## config.mk

```make
export PLATFORM = sky130hd
export DESIGN_NAME = ssfb_flag_bank
export DESIGN_NICKNAME = d
export VERILOG_FILES = /design/src/core/ssfb_pkg.sv /design/src/core/ssfb_flag_bank.sv
export SDC_FILE = /design/constraint.sdc
export NUM_CORES = 1
export LEC_CHECK = 0
export ABC_CLOCK_PERIOD_IN_PS = 2500
export BUFFER_PORTS_ARGS = -buffer_cell sky130_fd_sc_hd__buf_2
export CORE_MARGIN = 2
export CORE_UTILIZATION = 51
export DETAILED_ROUTE_END_ITERATION = 7
export MAX_ROUTING_LAYER = met4
export PLACE_DENSITY_LB_ADDON = 0.25
export SLEW_MARGIN = 20
export SYNTH_ARGS = -nofsm -noshare
export SYNTH_HDL_FRONTEND = slang
export SYNTH_SLANG_ARGS = --single-unit
```

## constraint.sdc

```tcl
create_clock -name ref_clk_i -period 2.5 [get_ports ref_clk_i]
set_input_delay 0.75 -clock ref_clk_i [delete_from_list [all_inputs] [get_ports ref_clk_i]]
set_output_delay 0.75 -clock ref_clk_i [all_outputs]
set_load 0.05 [all_outputs]
```

## src/core/ssfb_pkg.sv

```systemverilog
package ssfb_pkg;
  // ==========================================================
  // Register offsets
  localparam logic [7:0] OFS_TEMP = 8'h2e;
  localparam logic [7:0] OFS_PRESS = 8'h30;
  localparam logic [7:0] OFS_MIRROR = 8'h32;
  localparam logic [7:0] OFS_MAIN = 8'h36;
  localparam logic [7:0] OFS_SER_LO = 8'h50;
  localparam logic [7:0] OFS_SER_HI = 8'h52;
  localparam logic [7:0] WORD_STEP = 8'h02;
  // ==========================================================
  // Status field positions
  localparam int BIT_IDLE = 0;
  localparam int BIT_PRESS_UP = 3;
  localparam int BIT_TEMP_UP = 4;
  localparam int BIT_SUPPLY_FAULT = 7;
  localparam int BIT_CHECK_FAULT = 8;
  localparam int BIT_SAT = 10;
  localparam int BIT_CRC_ERR = 11;
  localparam int BIT_PRESS_MISSED = 14;
  localparam int BIT_TEMP_MISSED = 15;
  localparam logic [15:0] EVENT_MASK = 16'hc998;
  // ==========================================================
  // Reset values and link constants
  localparam logic [15:0] STATUS_RESET = 16'h0000;
  localparam logic [15:0] RESULT_RESET = 16'h0000;
  localparam logic [6:0] DEV_ADDR_DEFAULT = 7'h6c;
  localparam logic [3:0] BITS_PER_BYTE = 4'h8;
  typedef enum logic [3:0] {
    SSFB_IDLE, SSFB_ADDR, SSFB_ADDR_ACK, SSFB_REG, SSFB_REG_ACK,
    SSFB_WDATA, SSFB_WDATA_ACK, SSFB_RDATA, SSFB_RDATA_ACK
  } ssfb_state_t;
endpackage

```

## src/core/ssfb_flag_bank.sv

```systemverilog
`timescale 1ns/10ps
module ssfb_flag_bank #(
  parameter logic [6:0] DEV_ADDR = ssfb_pkg::DEV_ADDR_DEFAULT
) (
  input wire logic ref_clk_i,
  input wire logic srst_i,
  input wire logic ce_i,
  input wire logic scl_i,
  input wire logic sda_i,
  output logic sda_o,
  output logic sda_oe_n_o,
  input wire logic idle_i,
  input wire logic dsp_sat_i,
  input wire logic bridge_supply_fault_i,
  input wire logic bridge_check_fault_i,
  input wire logic crc_error_i,
  input wire logic temp_load_i,
  input wire logic [15:0] temp_value_i,
  input wire logic press_load_i,
  input wire logic [15:0] press_value_i,
  input wire logic [31:0] serial_number_i,
  output logic [15:0] main_status_o,
  output logic [15:0] mirrored_status_o
);
  // ==========================================================
  // Pin synchronisers and edge detection
  logic scl_s1, scl_s2, scl_s3;
  logic sda_s1, sda_s2, sda_s3;

  always_ff @(posedge ref_clk_i) begin
    if (srst_i) begin
      {scl_s1, scl_s2, scl_s3} <= 3'h7;
      {sda_s1, sda_s2, sda_s3} <= 3'h7;
    end else if (ce_i) begin
      {scl_s1, scl_s2, scl_s3} <= {scl_i, scl_s1, scl_s2};
      {sda_s1, sda_s2, sda_s3} <= {sda_i, sda_s1, sda_s2};
    end
  end

  wire scl_rise = scl_s2 & ~scl_s3;
  wire scl_fall = ~scl_s2 & scl_s3;
  wire start_det = scl_s2 & scl_s3 & sda_s3 & ~sda_s2;
  wire stop_det = scl_s2 & scl_s3 & ~sda_s3 & sda_s2;

  // ==========================================================
  // Link state
  ssfb_pkg::ssfb_state_t state;
  logic [7:0] shift;
  logic [3:0] bit_cnt;
  logic [7:0] reg_ptr;
  logic byte_sel;
  logic rw_read;
  logic master_ack;
  logic [7:0] wr_lo;
  logic [15:0] tx_word;
  logic [7:0] tx_byte;
  logic sda_pull;
  logic wr_pulse;
  logic [15:0] wr_data;
  logic fetch_pulse;
  logic [7:0] fetch_addr_q;

  logic [15:0] main_status;
  logic [1:0] mirror_up;
  logic [15:0] temp_result;
  logic [15:0] press_result;

  // ==========================================================
  // Read decode
  wire [7:0] fetch_addr = byte_sel ? 8'(reg_ptr + ssfb_pkg::WORD_STEP) : reg_ptr;
  wire [15:0] mirrored_status = {main_status[15:5], mirror_up, 2'h0, main_status[ssfb_pkg::BIT_IDLE]};

  // Word selection by register offset; unmapped offsets read zero
  function automatic logic [15:0] read_word(
    input logic [7:0] addr,
    input logic [15:0] temp,
    input logic [15:0] press,
    input logic [15:0] mirror,
    input logic [15:0] status,
    input logic [31:0] ser
  );
    logic [15:0] word;
    word = 16'h0000;
    case (addr)
      ssfb_pkg::OFS_TEMP: begin
        word = temp;
      end
      ssfb_pkg::OFS_PRESS: begin
        word = press;
      end
      ssfb_pkg::OFS_MIRROR: begin
        word = mirror;
      end
      ssfb_pkg::OFS_MAIN: begin
        word = status;
      end
      ssfb_pkg::OFS_SER_LO: begin
        word = ser[15:0];
      end
      ssfb_pkg::OFS_SER_HI: begin
        word = ser[31:16];
      end
      default: begin
        word = 16'h0000;
      end
    endcase
    return word;
  endfunction

  wire [15:0] rd_word = read_word(fetch_addr, temp_result, press_result,
    mirrored_status, main_status, serial_number_i);
  wire addr_match = shift[7:1] == DEV_ADDR;
  wire byte_done = bit_cnt == ssfb_pkg::BITS_PER_BYTE;

  // ==========================================================
  // Two-wire slave
  always_ff @(posedge ref_clk_i) begin
    if (srst_i) begin
      state <= ssfb_pkg::SSFB_IDLE;
      shift <= 8'h00;
      bit_cnt <= 4'h0;
      reg_ptr <= 8'h00;
      byte_sel <= 1'b0;
      rw_read <= 1'b0;
      master_ack <= 1'b0;
      wr_lo <= 8'h00;
      tx_word <= 16'h0000;
      tx_byte <= 8'h00;
      sda_pull <= 1'b0;
      wr_pulse <= 1'b0;
      wr_data <= 16'h0000;
      fetch_pulse <= 1'b0;
      fetch_addr_q <= 8'h00;
    end else if (ce_i) begin
      wr_pulse <= 1'b0;
      fetch_pulse <= 1'b0;
      if (start_det) begin
        state <= ssfb_pkg::SSFB_ADDR;
        bit_cnt <= 4'h0;
        byte_sel <= 1'b0;
        sda_pull <= 1'b0;
      end else if (stop_det) begin
        state <= ssfb_pkg::SSFB_IDLE;
        sda_pull <= 1'b0;
      end else if (scl_rise) begin
        case (state)
          ssfb_pkg::SSFB_ADDR, ssfb_pkg::SSFB_REG, ssfb_pkg::SSFB_WDATA: begin
            shift <= {shift[6:0], sda_s2};
            bit_cnt <= bit_cnt + 4'h1;
          end
          ssfb_pkg::SSFB_RDATA_ACK: master_ack <= ~sda_s2;
          default: ;
        endcase
      end else if (scl_fall) begin
        case (state)
          ssfb_pkg::SSFB_ADDR: begin
            if (byte_done && addr_match) begin
              state <= ssfb_pkg::SSFB_ADDR_ACK;
              rw_read <= shift[0];
              sda_pull <= 1'b1;
            end else if (byte_done) begin
              state <= ssfb_pkg::SSFB_IDLE;
            end
          end
          ssfb_pkg::SSFB_ADDR_ACK, ssfb_pkg::SSFB_RDATA_ACK: begin
            if (state == ssfb_pkg::SSFB_ADDR_ACK ? rw_read : master_ack) begin
              state <= ssfb_pkg::SSFB_RDATA;
              bit_cnt <= 4'h1;
              // High byte of the word already fetched follows its low byte
              if (!byte_sel && state == ssfb_pkg::SSFB_RDATA_ACK) begin
                tx_byte <= tx_word[15:8];
                sda_pull <= ~tx_word[15];
              end else begin
                // Word fetched at its low byte; side effects fire here
                tx_word <= rd_word;
                tx_byte <= rd_word[7:0];
                sda_pull <= ~rd_word[7];
                reg_ptr <= fetch_addr;
                fetch_pulse <= 1'b1;
                fetch_addr_q <= fetch_addr;
              end
              byte_sel <= (state == ssfb_pkg::SSFB_RDATA_ACK) ? ~byte_sel : 1'b0;
            end else begin
              state <= (state == ssfb_pkg::SSFB_ADDR_ACK) ? ssfb_pkg::SSFB_REG : ssfb_pkg::SSFB_IDLE;
              bit_cnt <= 4'h0;
              sda_pull <= 1'b0;
            end
          end
          ssfb_pkg::SSFB_REG: begin
            if (byte_done) begin
              state <= ssfb_pkg::SSFB_REG_ACK;
              reg_ptr <= shift;
              byte_sel <= 1'b0;
              sda_pull <= 1'b1;
            end
          end
          ssfb_pkg::SSFB_WDATA: begin
            if (byte_done) begin
              state <= ssfb_pkg::SSFB_WDATA_ACK;
              sda_pull <= 1'b1;
              if (!byte_sel) begin
                wr_lo <= shift;
              end else begin
                wr_pulse <= 1'b1;
                wr_data <= {shift, wr_lo};
              end
            end
          end
          ssfb_pkg::SSFB_REG_ACK, ssfb_pkg::SSFB_WDATA_ACK: begin
            state <= ssfb_pkg::SSFB_WDATA;
            bit_cnt <= 4'h0;
            sda_pull <= 1'b0;
            if (state == ssfb_pkg::SSFB_WDATA_ACK) begin
              byte_sel <= ~byte_sel;
            end
          end
          ssfb_pkg::SSFB_RDATA: begin
            if (byte_done) begin
              state <= ssfb_pkg::SSFB_RDATA_ACK;
              sda_pull <= 1'b0;
            end else begin
              sda_pull <= ~tx_byte[3'(4'h7 - bit_cnt)];
              bit_cnt <= bit_cnt + 4'h1;
            end
          end
          default: ;
        endcase
      end
    end
  end

  // Write pointer stays put: every written word goes to one register
  wire wr_main = wr_pulse && reg_ptr == ssfb_pkg::OFS_MAIN;

  // ==========================================================
  // Flag bank
  wire rd_temp = fetch_pulse && fetch_addr_q == ssfb_pkg::OFS_TEMP;
  wire rd_press = fetch_pulse && fetch_addr_q == ssfb_pkg::OFS_PRESS;
  wire [15:0] clr_mask = wr_main ? (wr_data & ssfb_pkg::EVENT_MASK) : 16'h0000;
  wire [15:0] set_mask = {
    temp_load_i & main_status[ssfb_pkg::BIT_TEMP_UP],
    press_load_i & main_status[ssfb_pkg::BIT_PRESS_UP],
    2'h0,
    crc_error_i,
    2'h0,
    bridge_check_fault_i,
    bridge_supply_fault_i,
    2'h0,
    temp_load_i,
    press_load_i,
    3'h0};
  wire [15:0] read_clr = {11'h000, rd_temp, rd_press, 3'h0};
  // Set wins over any clear in the same cycle
  wire [15:0] next_events = ((main_status & ~clr_mask & ~read_clr) | set_mask) & ssfb_pkg::EVENT_MASK;
  wire [15:0] live_bits = {5'h00, dsp_sat_i, 9'h000, idle_i};
  wire [15:0] next_main_status = next_events | live_bits;

  always_ff @(posedge ref_clk_i) begin
    if (srst_i) begin
      main_status <= ssfb_pkg::STATUS_RESET;
      mirror_up <= 2'h0;
    end else if (ce_i) begin
      main_status <= next_main_status;
      if (rd_temp) begin
        mirror_up[1] <= main_status[ssfb_pkg::BIT_TEMP_UP];
      end
      if (rd_press) begin
        mirror_up[0] <= main_status[ssfb_pkg::BIT_PRESS_UP];
      end
    end
  end

  always_ff @(posedge ref_clk_i) begin
    if (srst_i) begin
      temp_result <= ssfb_pkg::RESULT_RESET;
      press_result <= ssfb_pkg::RESULT_RESET;
    end else if (ce_i) begin
      if (temp_load_i) begin
        temp_result <= temp_value_i;
      end
      if (press_load_i) begin
        press_result <= press_value_i;
      end
    end
  end

  // ==========================================================
  // Outputs
  assign sda_o = 1'b0;
  assign sda_oe_n_o = ~sda_pull;
  assign main_status_o = main_status;
  assign mirrored_status_o = mirrored_status;
endmodule // ssfb_flag_bank

```

* After elaboration in Yosys (flattened, before gate mapping)
Cells that the tools add are included.
W data, S select, Z words.
** Operators by class
- $add $sub $neg :: 3
- Order comparisons :: 1
- Equality and inequality tests :: 36
- Mux-type cells :: 64
- Bitwise logic cells :: 28
- Reductions and logical operators :: 34
** Operators with widths (count)
- $pmux W16 S6 :: 1
- $mux W4 :: 15
- $eq A8 B6 Y1 const B :: 7
- $mux W8 :: 5
- $reduce_and A8 Y1 :: 5
- $mux W1 :: 34
- $and A16 B16 Y16 :: 2
- $pmux W4 S6 :: 1
- $ne A4 B4 Y1 const B :: 5
- $eq A4 B3 Y1 const B :: 4
- $eq A8 B7 Y1 const B :: 2
- $mux W16 :: 1
- $not A16 Y16 :: 1
- $not A5 Y16 :: 1
- $or A16 B11 Y16 :: 1
- $or A16 B16 Y16 :: 1
- $pmux W8 S2 :: 1
- $reduce_and A7 Y1 :: 2
- $not A1 Y1 :: 13
- $pmux W4 S3 :: 1
- $reduce_and A6 Y1 :: 2
- $reduce_and A5 Y1 :: 2
- $and A1 B1 Y1 :: 9
- $ne A3 B3 Y1 const B :: 3
- 30 further kinds :: 47
** Word-level totals
- Register bits :: 142
- Input bits :: 76

* Depth between registers and ports, before layout
Gate-level depths: netlist of run 1.
- Depth in word-level cells :: 12
- Mapped depth :: 11
- Depth with buffers taken out :: 9

* Worst setup path before layout of run 1
Ideal clock, no wire load.
- Kind :: input-to-reg
- From :: in ce_i
- To :: reg mirror_up[1]
- Arrival :: 2.367 ns
- Data required time :: 2.372 ns
- Path slack :: 0.006 ns
- Cell stages on the path :: 7
- Cells stage by stage :: clkbuf_1 -> inv_1 -> or4b_2 -> nor3b_1 -> nand4_1 -> mux2i_1 -> nor2_1
** Between the ends
- Cells in the longest elaborated chain, start to end :: 1
** RTL lines
- start, declared :: line ssfb_flag_bank.sv:7 : input wire logic ce_i,
- $reduce_and A2 Y1 (no line)
- end signal, assigned :: line ssfb_flag_bank.sv:265 : mirror_up[1] <= main_status[ssfb_pkg::BIT_TEMP_UP];
- end, declared :: line ssfb_flag_bank.sv:64 : logic [1:0] mirror_up;
No other way between the ends.
A chain may end at the register's enable or synchronous reset.

* Worst setup path after layout of run 1
- From :: reg reg_ptr[1]
- To :: reg sda_pull
** Between the ends
- Cells in the longest elaborated chain, start to end :: 12
- Elaborated cells between the ends (all ways) :: 17
** RTL lines
- start, declared :: line ssfb_flag_bank.sv:50 : logic [7:0] reg_ptr;
- start signal, assigned :: line ssfb_flag_bank.sv:178 : reg_ptr <= fetch_addr;
- start signal, assigned :: line ssfb_flag_bank.sv:192 : reg_ptr <= shift;
- $add A8 B2 Y8 :: line ssfb_flag_bank.sv:70 : wire [7:0] fetch_addr = byte_sel ? 8'(reg_ptr + ssfb_pkg::WORD_STEP) : reg_ptr;
- $mux W8 * :: line ssfb_flag_bank.sv:70
- $eq A8 B7 Y1 or $eq A8 B6 Y1 (tied branches) :: line ssfb_flag_bank.sv:84 : case (addr)
- $pmux W16 S6 * :: line ssfb_flag_bank.sv:84
- $not A1 Y1 * :: line ssfb_flag_bank.sv:177 : sda_pull <= ~rd_word[7];
- $mux W1 * :: line ssfb_flag_bank.sv:170 : if (!byte_sel && state == ssfb_pkg::SSFB_RDATA_ACK) begin
- $mux W1 * :: line ssfb_flag_bank.sv:166 : if (state == ssfb_pkg::SSFB_ADDR_ACK ? rw_read : master_ack) begin
- $pmux W1 S5 * :: line ssfb_flag_bank.sv:155 : case (state)
- $mux W1 * :: line ssfb_flag_bank.sv:154 : end else if (scl_fall) begin
- $mux W1 * :: line ssfb_flag_bank.sv:145 : end else if (scl_rise) begin
- $mux W1 * :: line ssfb_flag_bank.sv:142 : end else if (stop_det) begin
- $mux W1 * :: line ssfb_flag_bank.sv:137 : if (start_det) begin
- end signal, assigned :: line ssfb_flag_bank.sv:172 : sda_pull <= ~tx_word[15];
- end signal, assigned :: line ssfb_flag_bank.sv:177
- end signal, assigned :: line ssfb_flag_bank.sv:222 : sda_pull <= ~tx_byte[3'(4'h7 - bit_cnt)];
- end, declared :: line ssfb_flag_bank.sv:57 : logic sda_pull;
Mark *: on every way between the ends. The rest lies on a longest branch, timed or not. The select of a mux whose other input is x is not followed.

==> reports/metrics.csv, run 1 <==
metric,value,unit
critical-path-max-stage-delay,520,ps
path_max_fanout,10,
arrival,2740,ps
hold_buffers,0,
layout-drive-gt1-share,25.9,%
gp_congestion,0.983,
hold_path_class,reg -> reg,
fill_cells,1004,
synth-simple-area-share,24.8,%
firstDrtPassIters,5,
syn_area,6110,um^2
synth_warnings,0,
clkLatencyLatePin,420,ps
reg2reg_slack,70,ps
diodes,0,
num_io_pins,110,
endpoint_kind,flip-flop,
synthAdderAreaFrac,1.23,%
root_buffer,clkbuf_16,
p_per_area,647,nW/um^2
numPortBuffers,94,
critPathSlowestCell,or4_1,
synth_top_family_by_area,simple AND/OR/NAND/NOR gates,
vias_per_cell,5.91,
grt_overflow,0,
p_leak,3.19,nW
maxSlewViolCount,0,
fin_worst_skew,7.94,ps
synth_xor_area_share,1.00,%
tritoncts,yes,
num_vias,6068,
clock_sinks,113,
yosysMostFrequentCell,nand2_1,
yosysTopAreaCell,dfxtp_1,
fmax,0.412,GHz
clkTransAtPathRegs,50,ps
setup_viol,0,
grt_use_total,29.4,%
tightest_slew,656,ps
syn_avg_cell_area,7.97,um^2
cp_common_cell,buf_4,
period_share,97.0,%
wirelength,18.2,mm
whs_path_depth,2,
yosys-top-cells-count,"nand2_1, dfxtp_1, a21oi_1",
h-tree-depth,4,
hold_viol_final,0,
slew_headroom,55.8,%
grt_pass1_wl,28.9,mm
yosysSeqAreaShare,37.0,%
drc,0,
dieArea,12900,um^2
async_flop_share,0,%
wl_per_cell,17.7,um
grt_pass1_vias,5715,
worstReg2RegStart,reg_ptr[1]$_SDFFE_PP0P_,
grt_max_degree,54,
min_from,temp_result[3]$_SDFFE_PP0P_,
drv_cap,0,
cp-start-kind,flip-flop,
hpwl,13.5,mm
synthTopCellsByArea,"dfxtp_1, nand2_1, a21oi_1, mux2i_1, nor2_1",
worstPathRequired,2810,ps
clockBufferDepth,2,
synthMuxAreaShare,7.03,%
detail-route-antenna-nets,0,
syn_to_final_growth,24.4,%
syn-instance-count,766,
die_y,113,um
synth_flop_cell,dfxtp_1,
min_to,temp_result[3]$_SDFFE_PP0P_,
coreArea,11600,um^2
synth_compound_area_share,20.9,%
ys_types,72,
layout_min_cycle_time,2430,ps
status,"finished, final reports clean",
fp-row-count,39,
post-route-util,65.7,%
path_class,reg -> reg,
initial_utilization,52.8,%
synth-seq-cells,113,
path_cells,ha_2 -> buf_4 -> or4_1 -> a31oi_2 -> buf_4 -> and2_4 -> a22oi_2 -> a22o_1 -> o221a_1,
final_nets,953,
synth-edff-count,0,
cts_buffers,17,
synth_top_area_share,37.0,%
hold_slack,453,ps
drt_iter0_drc,567,
grt_antenna_before_repair,0,
r2r_cells,9,
vdd_drop_max,0.610,mV
reg2reg_to,sda_pull$_SDFFE_PP0P_,
die_w,113,um
-- state kept, by name (all words and copies together) (netlist names), 2 cells and up --
signal,count
mirror_up,2
wr_data,7
press_result,16
shift,8
fetch_addr_q,8
bit_cnt,4
reg_ptr,8
state,4
wr_lo,3
temp_result,16
tx_word,8
tx_byte,8
main_status_o,9
-- where the power goes --
part / total (W) / switching, W / internal, W
Sequential: 0.00188 / 0.0000398 / 0.00184
Combinational: 0.000356 / 0.000245 / 0.000110
Clock: 0.00268 / 0.000879 / 0.00180
Total: 0.00492 / 0.00116 / 0.00375
-- worst max-delay path, delay by kind of cell, from the launching register on --
| kind | cells | cell delay [ps] |
|---|---|---|
| AO/OA/AOI/OAI | 4 | 760 |
| AND/OR/NAND/NOR | 2 | 690 |
| buffers and inverters | 2 | 340 |
| flip-flops | 1 | 310 |
| adder cells (fa/ha/maj) | 1 | 210 |
-- how the worst max path moves through the flow --
stage / to / cells past startpoint / from / slack (ps)
final: sda_pull$_SDFFE_PP0P_ / 9 / reg_ptr[1]$_SDFFE_PP0P_ / 70
after global routing: tx_byte[0]$_SDFFE_PP0P_ / 11 / reg_ptr[2]$_SDFFE_PP0P_ / -30
after CTS: sda_pull$_SDFFE_PP0P_ / 9 / reg_ptr[1]$_SDFFE_PP0P_ / 10
after detailed placement: byte_sel$_SDFFE_PP0P_ / 8 / state[0]$_SDFFE_PP0P_ / -90
after global placement: byte_sel$_SDFFE_PP0P_ / 8 / state[0]$_SDFFE_PP0P_ / -40
after floorplan: mirror_up[1]$_SDFFE_PP0P_ / 7 / ce_i / 6
-- final cells by class --
cell class / instances / area, um^2 / area share (%)
clock buffers: 20 / 447 / 5.88
clock inverters: 12 / 206 / 2.72
inverters: 13 / 48.8 / 0.642
multi-input cells: 574 / 3510 / 46.1
flip-flops and latches: 113 / 2270 / 29.8
well taps: 143 / 179 / 2.35
repair buffers: 152 / 943 / 12.4
-- cell families after synthesis --
family	after synthesis
simple gates	311
compound gates	195
flops	113
buf+inv	93
mux	40
xor+xnor	7
fa+ha+maj	6
other cells	1
-- stage by stage --
step | power (W) | std cells | worst slack [ps] | instance area (um^2) | TNS [ps]
after floorplan | 0.00216 | 780 | 5.82 | 6160 | 0
after global placement | 0.00226 | 993 | -42.3 | 6840 | -42.3
after CTS | 0.00493 | 1027 | 13.9 | 7530 | 0
final | 0.00492 | 1027 | 74.4 | 7600 | 0
after global routing | 0.00506 | 1027 | -25.2 | 7600 | -25.2
after detailed placement | 0.00227 | 993 | -86.8 | 6840 | -149
-- metal layers --
layer	GRT usage, %	share of wire [%]	up-vias	routed length (um)
met5	-	0	-	0
met4	12.0	2.3	0	416
met3	6.64	6.8	35	1240
met2	44.4	46	248	8340
met1	38.3	45	2879	8190
li1	-	-	2906	-
-- cell usage in the layout, fill, tap and decap left out, types with 4 or more instances in the layout --
master / n
clkbuf_16: 17
o211ai_1: 4
buf_4: 55
o21ai_0: 25
mux2i_1: 34
inv_1: 12
nand3b_1: 4
nor2b_1: 8
a22o_1: 7
a31oi_1: 4
a222oi_1: 4
a211oi_1: 5
nor3_1: 7
clkinv_4: 4
a311oi_1: 9
o221ai_1: 5
or2_2: 7
and3_1: 14
nand4_1: 5
dfxtp_2: 5
nand3_1: 11
a221oi_1: 5
nand2_1: 135
nor3b_1: 8
nand2b_1: 4
dfxtp_1: 108
buf_2: 94
a21oi_1: 77
ha_1: 5
bufinv_16: 5
o2bb2ai_1: 8
and2_1: 4
a22oi_1: 14
conb_1: 15
nor2_1: 71
-- repair_timing --
action	CTS	global route
pin swaps	1	3
cloned	1	0
setup endpoints to repair	7	23
endpoints found under the hold margin	0	0
buffers inserted	1	0
resized for setup	7	19
Note: power is estimated with default switching activity, not from simulation.
==> run 2: changes to the inputs <==
==> constraint.sdc (replaced) <==
create_clock -name ref_clk_i -period 2.5 [get_ports ref_clk_i]
set_input_delay 0.25 -clock ref_clk_i [delete_from_list [all_inputs] [get_ports ref_clk_i]]
set_output_delay 0.25 -clock ref_clk_i [all_outputs]
set_load 0.05 [all_outputs]
==> run 2 against run 1 <==
Against the previous run:
- sequential share of layout area is essentially flat
- via count shrank 1.0%
- combinational power grew 1%
- fmax grew 0.95%
- register-to-register slack gained 20 ps
- first-iteration DRC count grew 1.1%
- worst setup slack gained 23 ps
- sequential power is essentially flat
- largest power group unchanged
==> reports/metrics.csv, run 2 (synthesis gave the netlist of run 1 again) <==
metric,value,unit
gr-usage-met1,37.7,%
final_nets,960,
clockBufferDepth,2,
fin_worst_skew,6.43,ps
grt_overflow,0,
detail-route-antenna-nets,0,
syn_to_final_growth,24.5,%
num_vias,6005,
firstDrtPassIters,5,
wirelength,18.2,mm
setup_viol,0,
critPathSlowestCell,dfxtp_1,
status,"finished, final reports clean",
p_per_area,637,nW/um^2
crit_family,simple AND/OR/NAND/NOR gates,
grt_max_degree,65,
globalRouteMet2Util,45.0,%
stdcell_area,7600,um^2
layout_setup_ws,97.1,ps
period_share,96.1,%
p_leak,3.22,nW
cts_buffers,17,
crit_cells,10,
grt_antenna_before_repair,0,
gp_congestion,1.02,
fin_setup_tns,0,ps
coreArea,11600,um^2
path_class,reg -> reg,
layout_min_cycle_time,2400,ps
met3_usage,6.48,%
fill_cells,996,
placed_cell_area,6910,um^2
cts_setup_buffers,0,
fin_cells,1034,
die_w,113,um
multiInputGateArea,3470,um^2
dp_cells,1002,
drc,0,
clkTransAtPathRegs,60,ps
layout-drive-gt1-share,25.6,%
hold_path_class,in -> reg,
path_buf_inv,3,
register_area,2270,um^2
wl_per_cell,17.6,um
grt.busiest_layer,met2,
reg2reg_to,byte_sel$_SDFFE_PP0P_,
path_cells,nor4b_1 -> buf_4 -> a21oi_1 -> nor4b_1 -> buf_4 -> a21boi_0 -> o21ai_0 -> mux2i_1 -> nor2_1 -> buf_4,
path_max_fanout,10,
worstReg2RegStart,state[0]$_SDFFE_PP0P_,
grt_pass1_wl,28.9,mm
dieArea,12900,um^2
h-tree-depth,4,
grt_pass1_vias,5765,
vias_per_cell,5.81,
slew_headroom,53.9,%
grt_use_total,29.3,%
hpwl,13.4,mm
tightest_slew,691,ps
hold_viol_final,0,
numPortBuffers,94,
cp_common_cell,buf_4,
initial_utilization,52.8,%
final_common_cell,nand2_1,
r2r_cells,10,
cp-start-kind,flip-flop,
fp-row-count,39,
drt_iter0_drc,573,
rsz0062_at_grt,no,
layout_common_cells,"nand2_1, dfxtp_1, buf_2, a21oi_1, nor2_1",
clock_sinks,113,
worstPathRequired,2810,ps
tritoncts,yes,
root_buffer,clkbuf_16,
min_from,scl_i,
fmax,0.416,GHz
critical-path-max-stage-delay,420,ps
clkLatencyLatePin,410,ps
reg2reg_slack,100,ps
arrival,2710,ps
startpoint,state[0]$_SDFFE_PP0P_,
endpoint_kind,flip-flop,
fin_total_pwr,0.00484,W
vdd_drop_max,0.504,mV
maxSlewViolCount,0,
place_ws,-5.86,ps
diodes,0,
endpoint,byte_sel$_SDFFE_PP0P_,
num_io_pins,110,
drv_cap,0,
die_y,113,um
==> run 2: cell types whose count changed in the layout (fill, tap and decap cells not counted), sizes merged <==
cell / before / now
clkinv: 5 / 6
clkbuf: 20 / 19
bufinv: 5 / 4
inv: 14 / 15
buf: 152 / 159
==> run 2: worst register-to-register path, stage by stage (launching register included) <==
cell and delay (ps):
dfxtp_1 420, nor4b_1 380, buf_4 180, a21oi_1 50, nor4b_1 330, buf_4 180, a21boi_0 170, o21ai_0 120
mux2i_1 200, nor2_1 80, buf_4 190
==> run 2: final cells by class <==
| type | instances | share of cell area [%] |
|---|---|---|
| Clock buffer | 19 | 5.96 |
| Sequential cell | 113 | 29.8 |
| Multi-Input combinational cell | 574 | 45.7 |
| Timing Repair Buffer | 159 | 13.1 |
| Tap cell | 143 | 2.35 |
| Inverter | 13 | 0.642 |
| Clock inverter | 13 | 2.40 |
==> run 2: stage by stage <==
stage	hold slack, ps	utilization (%)
5_1_grt	59.8	65.7
6_report	59.3	65.7
2_1_floorplan	378	-
3_3_place_gp	443	59.8
4_1_cts	47.8	65.3
3_5_place_dp	444	59.8
==> run 2: how the worst min path moves through the flow <==
| stage | endpoint | cells after the start |
|---|---|---|
| after global placement | wr_data[8]$_SDFFE_PP0P_ | 2 |
| after floorplan | scl_s1$_SDFFE_PP1P_ | 2 |
| after global routing | scl_s1$_SDFFE_PP1P_ | 3 |
| final | scl_s1$_SDFFE_PP1P_ | 3 |
| after CTS | scl_s1$_SDFFE_PP1P_ | 3 |
| after detailed placement | temp_result[3]$_SDFFE_PP0P_ | 2 |
==> run 2: timing repair <==
action                                  in CTS  in global routing
pin swaps                                    0                  3
hold buffers                                 0                  0
resized for setup                            3                 12
endpoints found under the setup margin       6                 22
gates cloned                                 0                  0
==> run 2: power breakdown <==
group          internal [W]  leakage (nW)  switching (W)
clock network       0.00172         0.313       0.000881
logic              0.000111          1.99       0.000248
registers           0.00184         0.919      0.0000367
==> run 2: per-layer routing <==
metal | vias to the layer above | share of wire [%] | wire, um
li1 | 2919 | - | -
met1 | 2795 | 45 | 8140
met2 | 249 | 46 | 8290
met3 | 42 | 6.9 | 1260
met4 | 0 | 2.8 | 513
met5 | - | 0 | 0
